## src/cip_defines.svh

```systemverilog
`ifndef CIP_DEFINES_SVH
`define CIP_DEFINES_SVH
// first initialization word fields
`define CIP_W1_MARK_BIT   4
`define CIP_W1_SINGLE_BIT 1
`define CIP_W1_INTV4_BIT  2
`define CIP_W1_W4_BIT     0
// command word fields
`define CIP_CMD_MARK_BIT  3
`define CIP_CMD_POLL_BIT  2
`define CIP_CMD_EOI_BIT   5
`define CIP_CMD_EOI_LOW   3'h0
// poll status word fields
`define CIP_POLL_REQ_BIT  7
// reset values
`define CIP_MASK_RST      8'hFF
`define CIP_BASE_RST      8'h00
`define CIP_CASC_RST      8'h00
// vector spacing
`define CIP_SPACE4_SHIFT  2
`define CIP_SPACE8_SHIFT  3
`endif

```

## src/cip_pkg.sv

```systemverilog
package cip_pkg;
  typedef enum logic [1:0] {
    CIP_UNINIT,
    CIP_WAIT_TWO,
    CIP_WAIT_THREE,
    CIP_READY
  } cip_init_t;
  typedef enum logic [1:0] {
    CIP_ACK_IDLE,
    CIP_ACK_LOW,
    CIP_ACK_HIGH
  } cip_ack_t;
  typedef logic [7:0] cip_byte_t;
endpackage : cip_pkg

```

## src/cip_controller.sv

```systemverilog
`timescale 1ns/100ps
`default_nettype none
`include "cip_defines.svh"
module cip_controller (
  // clock and reset
  input  wire logic              clock,
  input  wire logic              rst_b,
  // processor bus, one-cycle strobes
  input  wire logic              wr_stb,
  input  wire logic              rd_stb,
  input  wire logic              addr0,
  input  wire cip_pkg::cip_byte_t wdata,
  output var  cip_pkg::cip_byte_t rdata,
  // acknowledge cycle, active low level
  input  wire logic              interrupt_acknowledge_in_b,
  output var  cip_pkg::cip_byte_t vec_data,
  output var  logic              vec_valid,
  // requests and request output
  input  wire logic [7:0]        req_in,
  output logic                   int_out,
  // cascade
  input  wire logic              master_slave_select,
  input  wire logic [2:0]        cas_in,
  output var  logic [2:0]        cas_out,
  output var  logic              cas_oe,
  // status
  output logic                   init_done
);
  import cip_pkg::*;

  cip_init_t  init_r, init_nxt;
  cip_ack_t   ack_r, ack_nxt;
  logic       single_r, intv4_r, poll_arm_r;
  cip_byte_t  base_r, casc_r;
  cip_byte_t  request_mask_register;
  cip_byte_t  pend_r, serv_r;
  logic [7:0] req_q_r;
  logic [2:0] ack_lvl_r;
  logic       ack_mine_r;

  wire w_one   = wr_stb && !addr0 && wdata[`CIP_W1_MARK_BIT];
  wire w_cmd   = wr_stb && !addr0 && !wdata[`CIP_W1_MARK_BIT];
  wire w_hi    = wr_stb && addr0;
  wire w_eoi   = w_cmd && !wdata[`CIP_CMD_MARK_BIT]
                 && wdata[`CIP_CMD_EOI_BIT];
  wire w_pollc = w_cmd && wdata[`CIP_CMD_MARK_BIT]
                 && wdata[`CIP_CMD_POLL_BIT];
  wire ready   = (init_r == CIP_READY);
  // master when select is high or single flag set
  wire is_mast = master_slave_select || single_r;

  wire [7:0] edge_req = req_in & ~req_q_r;
  wire [7:0] live     = pend_r & ~request_mask_register;
  wire       hit;
  wire [2:0] lvl;

  cip_resolver u_res (
    .pend (live),
    .serv (serv_r),
    .hit  (hit),
    .lvl  (lvl)
  );

  // highest-priority (lowest index) in-service level for end of service
  function automatic logic [7:0] clr_low(input logic [7:0] v);
    logic [7:0] r;
    logic       done;
    r = v;
    done = 1'b0;
    for (int i = 0; i < 8; i++) begin
      if (!done && v[i]) begin
        r[i] = 1'b0;
        done = 1'b1;
      end
    end
    return r;
  endfunction : clr_low

  // output can feed an upper-tier device's request input
  assign int_out   = ready && hit;
  assign init_done = ready;

  wire ack_lo  = !interrupt_acknowledge_in_b;
  wire ack_beg = ready && ack_lo && (ack_r == CIP_ACK_IDLE);
  // slave answers when its id matches the master's cascade code
  wire slv_sel = (cas_in == casc_r[2:0]);
  wire ack_mine = is_mast ? !(casc_r[lvl] && !single_r) : slv_sel;
  // master with a slave on this input broadcasts the code and gives no vector
  wire ack_casc = is_mast && !single_r && casc_r[lvl];

  wire [7:0] vec4 = 8'(base_r + ({5'h00, ack_lvl_r} << `CIP_SPACE4_SHIFT));
  wire [7:0] vec8 = 8'(base_r + ({5'h00, ack_lvl_r} << `CIP_SPACE8_SHIFT));
  wire [7:0] vec_sel = intv4_r ? vec4 : vec8;

  // init sequence
  always_comb begin
    init_nxt = init_r;
    if (w_one) begin
      init_nxt = CIP_WAIT_TWO;
    end else if (w_hi && init_r == CIP_WAIT_TWO) begin
      // single skips third word
      init_nxt = single_r ? CIP_READY : CIP_WAIT_THREE;
    end else if (w_hi && init_r == CIP_WAIT_THREE) begin
      init_nxt = CIP_READY;
    end
  end

  always_comb begin
    ack_nxt = ack_r;
    unique case (ack_r)
      CIP_ACK_IDLE: if (ack_beg) begin
        ack_nxt = CIP_ACK_LOW;
      end
      CIP_ACK_LOW: if (!ack_lo) begin
        ack_nxt = CIP_ACK_HIGH;
      end
      CIP_ACK_HIGH: ack_nxt = CIP_ACK_IDLE;
    endcase
  end

  always_ff @(posedge clock or negedge rst_b) begin
    if (!rst_b) begin
      init_r <= CIP_UNINIT;
      ack_r  <= CIP_ACK_IDLE;
    end else begin
      init_r <= init_nxt;
      ack_r  <= ack_nxt;
    end
  end

  always_ff @(posedge clock or negedge rst_b) begin
    if (!rst_b) begin
      single_r <= 1'b0;
      intv4_r  <= 1'b0;
      base_r   <= `CIP_BASE_RST;
      casc_r   <= `CIP_CASC_RST;
    end else if (w_one) begin
      single_r <= wdata[`CIP_W1_SINGLE_BIT];
      intv4_r  <= wdata[`CIP_W1_INTV4_BIT];
    end else if (w_hi && init_r == CIP_WAIT_TWO) begin
      base_r <= wdata;
    end else if (w_hi && init_r == CIP_WAIT_THREE) begin
      casc_r <= wdata;
    end
  end

  always_ff @(posedge clock or negedge rst_b) begin
    if (!rst_b) begin
      request_mask_register <= `CIP_MASK_RST;
    end else if (w_one) begin
      request_mask_register <= 8'h00;
    end else if (w_hi && ready) begin
      request_mask_register <= wdata;
    end
  end

  always_ff @(posedge clock or negedge rst_b) begin
    if (!rst_b) begin
      req_q_r <= 8'h00;
    end else begin
      req_q_r <= req_in;
    end
  end

  // pending: new edges win over clears
  // a master with a slave on the input marks it in service too
  wire       take_ack = ack_beg && hit && (ack_mine || ack_casc);
  wire       take_pol = poll_arm_r && rd_stb && hit;
  wire [7:0] take     = (take_ack || take_pol) ? (8'h01 << lvl) : 8'h00;
  always_ff @(posedge clock or negedge rst_b) begin
    if (!rst_b) begin
      pend_r <= 8'h00;
      serv_r <= 8'h00;
    end else if (w_one) begin
      pend_r <= 8'h00;
      serv_r <= 8'h00;
    end else begin
      pend_r <= (pend_r & ~take & req_in) | edge_req;
      serv_r <= (w_eoi ? clr_low(serv_r) : serv_r) | take;
    end
  end

  always_ff @(posedge clock or negedge rst_b) begin
    if (!rst_b) begin
      poll_arm_r <= 1'b0;
    end else begin
      poll_arm_r <= w_pollc ? 1'b1 : (rd_stb ? 1'b0 : poll_arm_r);
    end
  end

  // poll word needs no acknowledge pulse
  always_ff @(posedge clock or negedge rst_b) begin
    if (!rst_b) begin
      rdata <= 8'h00;
    end else if (rd_stb) begin
      if (poll_arm_r) begin
        rdata <= {hit, 4'h0, lvl};
      end else begin
        rdata <= addr0 ? request_mask_register : pend_r;
      end
    end
  end

  always_ff @(posedge clock or negedge rst_b) begin
    if (!rst_b) begin
      ack_lvl_r <= 3'h0;
      vec_data  <= 8'h00;
      vec_valid <= 1'b0;
      cas_out   <= 3'h0;
      cas_oe    <= 1'b0;
    end else begin
      if (ack_beg) begin
        ack_lvl_r <= lvl;
        cas_out   <= lvl;
        cas_oe    <= ack_casc;
      end else if (ack_r == CIP_ACK_HIGH) begin
        cas_oe    <= 1'b0;
      end
      vec_valid <= (ack_r == CIP_ACK_LOW) && ack_lo && ack_mine_r;
      vec_data  <= vec_sel;
    end
  end

  always_ff @(posedge clock or negedge rst_b) begin
    if (!rst_b) begin
      ack_mine_r <= 1'b0;
    end else if (ack_beg) begin
      ack_mine_r <= ack_mine && !ack_casc;
    end
  end

  // assertions
  vec_space_a: assert property (
    @(posedge clock) disable iff (!rst_b)
    vec_valid && intv4_r |-> vec_data == 8'(base_r + 8'(ack_lvl_r) * 4))
    else $error("vector spacing wrong");
  single_ready_a: assert property (
    @(posedge clock) disable iff (!rst_b)
    single_r && w_hi && init_r == CIP_WAIT_TWO |=> init_r == CIP_READY)
    else $error("single device waits for third word");
  zero_first_a: assert property (
    @(posedge clock) disable iff (!rst_b)
    live[0] && serv_r == 8'h00 |-> hit && lvl == 3'h0)
    else $error("input zero not first");
  poll_word_a: assert property (
    @(posedge clock) disable iff (!rst_b)
    poll_arm_r && rd_stb |=> rdata[7] == $past(hit))
    else $error("poll word flag wrong");
  int_gate_a: assert property (
    @(posedge clock) disable iff (!rst_b)
    int_out |-> ready && live != 8'h00)
    else $error("request out without cause");
  casc_master_a: assert property (
    @(posedge clock) disable iff (!rst_b)
    cas_oe |-> is_mast)
    else $error("slave drives cascade");
  nest_block_a: assert property (
    @(posedge clock) disable iff (!rst_b)
    serv_r[0] |-> !int_out)
    else $error("nesting broken");
  poll_take_a: assert property (
    @(posedge clock) disable iff (!rst_b)
    poll_arm_r && rd_stb && hit && !w_one |=> serv_r[$past(lvl)])
    else $error("poll did not mark service");
  casc_serv_a: assert property (
    @(posedge clock) disable iff (!rst_b)
    ack_beg && hit && ack_casc && !w_one |=> serv_r[$past(lvl)])
    else $error("cascaded level not marked in service");
  init_c: cover property (@(posedge clock) disable iff (!rst_b)
    init_r == CIP_WAIT_THREE ##1 init_r == CIP_READY);
  vec_c: cover property (@(posedge clock) disable iff (!rst_b) vec_valid);
  poll_c: cover property (@(posedge clock) disable iff (!rst_b)
    poll_arm_r && rd_stb && hit);
endmodule : cip_controller
`default_nettype wire

```

## src/cip_resolver.sv

```systemverilog
`timescale 1ns/100ps
`default_nettype none
module cip_resolver (
  // request and service state
  input  wire logic [7:0] pend,
  input  wire logic [7:0] serv,
  // result
  output logic            hit,
  output logic [2:0]      lvl
);
  // fixed priority, lowest index wins; blocked by equal or higher in service
  function automatic logic [3:0] first_set(input logic [7:0] v);
    logic [3:0] r;
    r = 4'h8;
    for (int i = 7; i >= 0; i--) begin
      if (v[i]) begin
        r = 4'(i);
      end
    end
    return r;
  endfunction : first_set

  wire [3:0] req_first;
  wire [3:0] srv_first;
  assign req_first = first_set(pend);
  assign srv_first = first_set(serv);
  assign hit       = (req_first != 4'h8) && (req_first < srv_first);
  assign lvl       = req_first[2:0];
endmodule : cip_resolver
`default_nettype wire

```

## config.mk

```make
export PLATFORM = sky130hd
export DESIGN_NAME = cip_controller
export DESIGN_NICKNAME = d
export VERILOG_FILES = /design/src/cip_pkg.sv /design/src/cip_controller.sv /design/src/cip_resolver.sv
export VERILOG_INCLUDE_DIRS = /design/src
export SDC_FILE = /design/constraint.sdc
export NUM_CORES = 1
export LEC_CHECK = 0
export BUFFER_PORTS_ARGS = -buffer_cell sky130_fd_sc_hd__buf_2
export CAP_MARGIN = 40
export CORE_UTILIZATION = 30
export DETAILED_ROUTE_END_ITERATION = 16
export PLACE_DENSITY = 0.44
export RECOVER_POWER = 100
export SLEW_MARGIN = 40
export SYNTH_ARGS = -nofsm -noshare
export SYNTH_HDL_FRONTEND = slang
export SYNTH_SLANG_ARGS = --single-unit
```

## constraint.sdc

```tcl
create_clock -name clock -period 7.6 [get_ports clock]
set_clock_uncertainty 0.2 [all_clocks]
set_input_delay 0.76 -clock clock [delete_from_list [all_inputs] [get_ports clock]]
set_output_delay 0.76 -clock clock [all_outputs]
set_load 0.1 [all_outputs]
```

==> flow_metrics.env <==
export IMPL_cp_arrival_ns=3.76
export IMPL_wl_per_cell_um=17.2
export IMPL_synth_top_family_by_area="compound AO/OA/AOI/OAI gates"
export IMPL_start_util=0.309
export IMPL_grt_max_degree=78
export IMPL_dieArea_um2=13400
export IMPL_area_growth_syn_to_layout_pct=16.4
export IMPL_yosysWarnings=0
export IMPL_synth_compound_area_share=0.171
export IMPL_cts_resized_gates=0
export IMPL_max_cap_viol_count=1
export IMPL_worst_endpoint_required_ns=6.86
export IMPL_startpoint_type="primary input"
export IMPL_yosysTopAreaCellShare=0.443
export IMPL_port_buffers=48
export IMPL_ir_worst_vdd_uv=122
export IMPL_holdCritStartpoint="base_r[1]"
export IMPL_mostFrequentLayoutCell="dfrtp_1"
export IMPL_cts_clk_slew_worst_paths_ns=0.06
export IMPL_critical_path_max_stage_delay_ns=2.93
export IMPL_synth_cell_types=59
export IMPL_leakagePower_nw=1.99
export IMPL_synth_adder_area_share=0.0520
export IMPL_ios=49
export IMPL_gr_total_overflow=0
export IMPL_synth_ff_type="dfrtp_1"
export IMPL_fin_crit_ns=4.50
export IMPL_p_sw_mw=0.826
export IMPL_cts_made_buffers=9
export IMPL_violations="capacitance limit, slew limit"
export IMPL_track_usage=0.170
export IMPL_rows=41
export IMPL_timing_hold_ws_ns=0.169
export IMPL_grt_pass1_vias=2921
export IMPL_timing_fmax_mhz=222
export IMPL_die_h_um=116
export IMPL_yosysTopAreaCell="dfrtp_1"
export IMPL_critPathSlowestCell="clkbuf_1"
export IMPL_power_density_nw_per_um2=404
export IMPL_grt_setup_unrepaired="false"
export IMPL_path_cells="clkbuf_1"
export IMPL_nNetsFinal=459
export IMPL_cts_hold_buf=0
export IMPL_vias_per_cell=5.00
export IMPL_crit_family="buffers and inverters"
export IMPL_die_x_um=116
export IMPL_antenna_found_initial=0
export IMPL_crit_start="rst_b"
export IMPL_comb_power_share=0.439
export IMPL_pwr_share_clk=0.219
export IMPL_end_kind="asynchronous set/reset pin"
export IMPL_layout_drive_gt1_share=0.163
export IMPL_synth_edff_count=0
export IMPL_slew_headroom=-1.84
export IMPL_final_max_slew_viol_count=78
export IMPL_p_int_mw=1.01
export IMPL_yosysSeqAreaShare=0.497
export IMPL_core_area_um2=12600
export IMPL_critPathKind="in2async"
export IMPL_cts_sinks=77
export IMPL_hold_path_class="reg2reg"
export IMPL_tightest_slew_ns=4.25
export IMPL_routabilityCongestion=0.830
export IMPL_routed_wl_mm=10.3
export IMPL_synth_mux_area_fraction=0.0771
export IMPL_synth_seq_cells=77
export IMPL_setup_tns_final_ns=0
export IMPL_first_pass_iters=4
export IMPL_async_reset_ff_frac=1.00
export IMPL_fin_total_pwr_mw=1.83
export IMPL_tritoncts="yes"
export IMPL_post_cts_setup_buffers=0
export IMPL_dp_hpwl_mm=7.49
export IMPL_layout_common_cells="dfrtp_1 (69), clkbuf_1 (35), inv_1 (28)"
export IMPL_syn_inst=366
export IMPL_outcome="finished with violations"
export IMPL_grt_pass1_wl_mm=16.5
export IMPL_pwr_share_seq=0.342
export IMPL_setup_slack_ns=3.10
export IMPL_avgSynthCellArea_um2=10.6
export IMPL_synthSimpleGateAreaFrac=0.149
export IMPL_htreeDepth=3
export IMPL_drc=0
export IMPL_critPathMaxFanout=77
export IMPL_syn_num_nets=407
export IMPL_report_final_setup_viol=0
export IMPL_reg2reg_from="request_mask_register[4]"
export IMPL_drt_iter0_markers=218
export IMPL_syn_area_um2=3890
export IMPL_vias=2974
export IMPL_postRouteAntennaNets=0
export IMPL_synth_area_leaders="dfrtp_1 (44%), mux2_2 (5.5%), dfstp_2 (5.4%)"
export IMPL_utilization=0.359
export IMPL_clkLatencyLatePin_ns=0.35
export IMPL_cts_max_path_buffers=2
export IMPL_path_buf_inv=1
export IMPL_n_antenna_cell=0
export IMPL_swShare=0.451
export IMPL_finalCritPeriodShare=0.593
export IMPL_clockRootBuffer="clkbuf_16"
export IMPL_finalHoldViolCount=0
export IMPL_pre_cts_ws_ns=3.97
export IMPL_synth_xor_area_frac=0.0180
export IMPL_fillers=1331
-- layer usage --
layer | part of all wire | wire length, µm | up-vias | GRT usage
li1 | - | - | 1435 | -
met1 | 0.50 | 5110 | 1476 | 0.229
met2 | 0.45 | 4630 | 49 | 0.259
met3 | 0.030 | 310 | 14 | 0.0397
met4 | 0.019 | 197 | 0 | 0.0812
met5 | 0 | 0 | - | 0
-- cell families after synthesis --
family | Yosys count
buffers and inverters | 37
AND/OR/NAND/NOR | 107
AO/OA/AOI/OAI | 95
multiplexers | 27
adder cells (fa/ha/maj) | 15
XOR/XNOR | 8
flip-flops | 77
-- flip-flops by register name (all words and copies together), names as in the netlist --
register,cells
casc_r,8
rdata,8
request_mask_register,8
vec_valid,1
intv4_r,1
cas_oe,1
pend_r,8
vec_data,8
serv_r,8
init_r,2
ack_r,2
ack_lvl_r,3
ack_mine_r,1
poll_arm_r,1
base_r,8
single_r,1
req_q_r,8
-- worst paths after layout --
path                                to  slack, ns  cells after the start
max                           rdata[3]       3.10                      1
min                        vec_data[1]       0.17                      0
max reg2reg                  pend_r[4]       3.77                     11
min reg2reg                vec_data[1]       0.17                      0
max in group clock             int_out       3.10                     11
min in group asynchronous    base_r[1]       1.71                      1
-- power by group through the flow --
| stage | sequential, mW | clock, mW | combinational (mW) |
|---|---|---|---|
| after CTS | 0.627 | 0.417 | 0.831 |
| after global placement | 0.631 | 0 | 0.821 |
| after detailed placement | 0.634 | 0 | 0.828 |
| final | 0.626 | 0.401 | 0.805 |
| after floorplan | 0.884 | 0 | 0.400 |
| after global routing | 0.648 | 0.432 | 0.882 |
-- per-stage QoR --
stage,instance area (µm²),instances
2_1_floorplan,3890,366
5_1_grt,4540,595
3_3_place_gp,4330,578
4_1_cts,4610,595
6_report,4540,595
3_5_place_dp,4340,579
-- cell usage after synthesis, types with 2 or more instances --
master and count:
mux2_2 19, a22o_1 8, fa_1 2, ha_1 13
a32o_1 5, nor4_1 2, nor2_1 22, a32oi_1 2
xnor2_1 7, dfrtp_1 69, inv_1 28, nand2b_1 12
a211oi_1 4, nor2b_1 9, a31oi_1 8, nand4_1 2
nand3b_1 3, a21oi_1 15, o21ai_0 25, nor3_1 6
clkbuf_1 7, nor3b_1 2, nand3_1 13, nand2_1 20
o22ai_1 4, dfstp_2 8, nor3_2 2, o211ai_1 5
mux2i_1 6, and2_1 2, a31o_2 4, and3_1 3
or3_1 2, or2b_2 2
-- layout make-up --
type | count | area [µm²] | share of cell area
multi-input combinational | 252 | 1790 | 0.395
inverter | 28 | 105 | 0.0232
clock inverter | 1 | 5.00 | 0.00110
sequential | 77 | 1940 | 0.427
clock buffer | 15 | 268 | 0.0590
tap | 172 | 215 | 0.0474
timing repair buffer | 50 | 214 | 0.0472
Power figures use the tool's default switching activity.
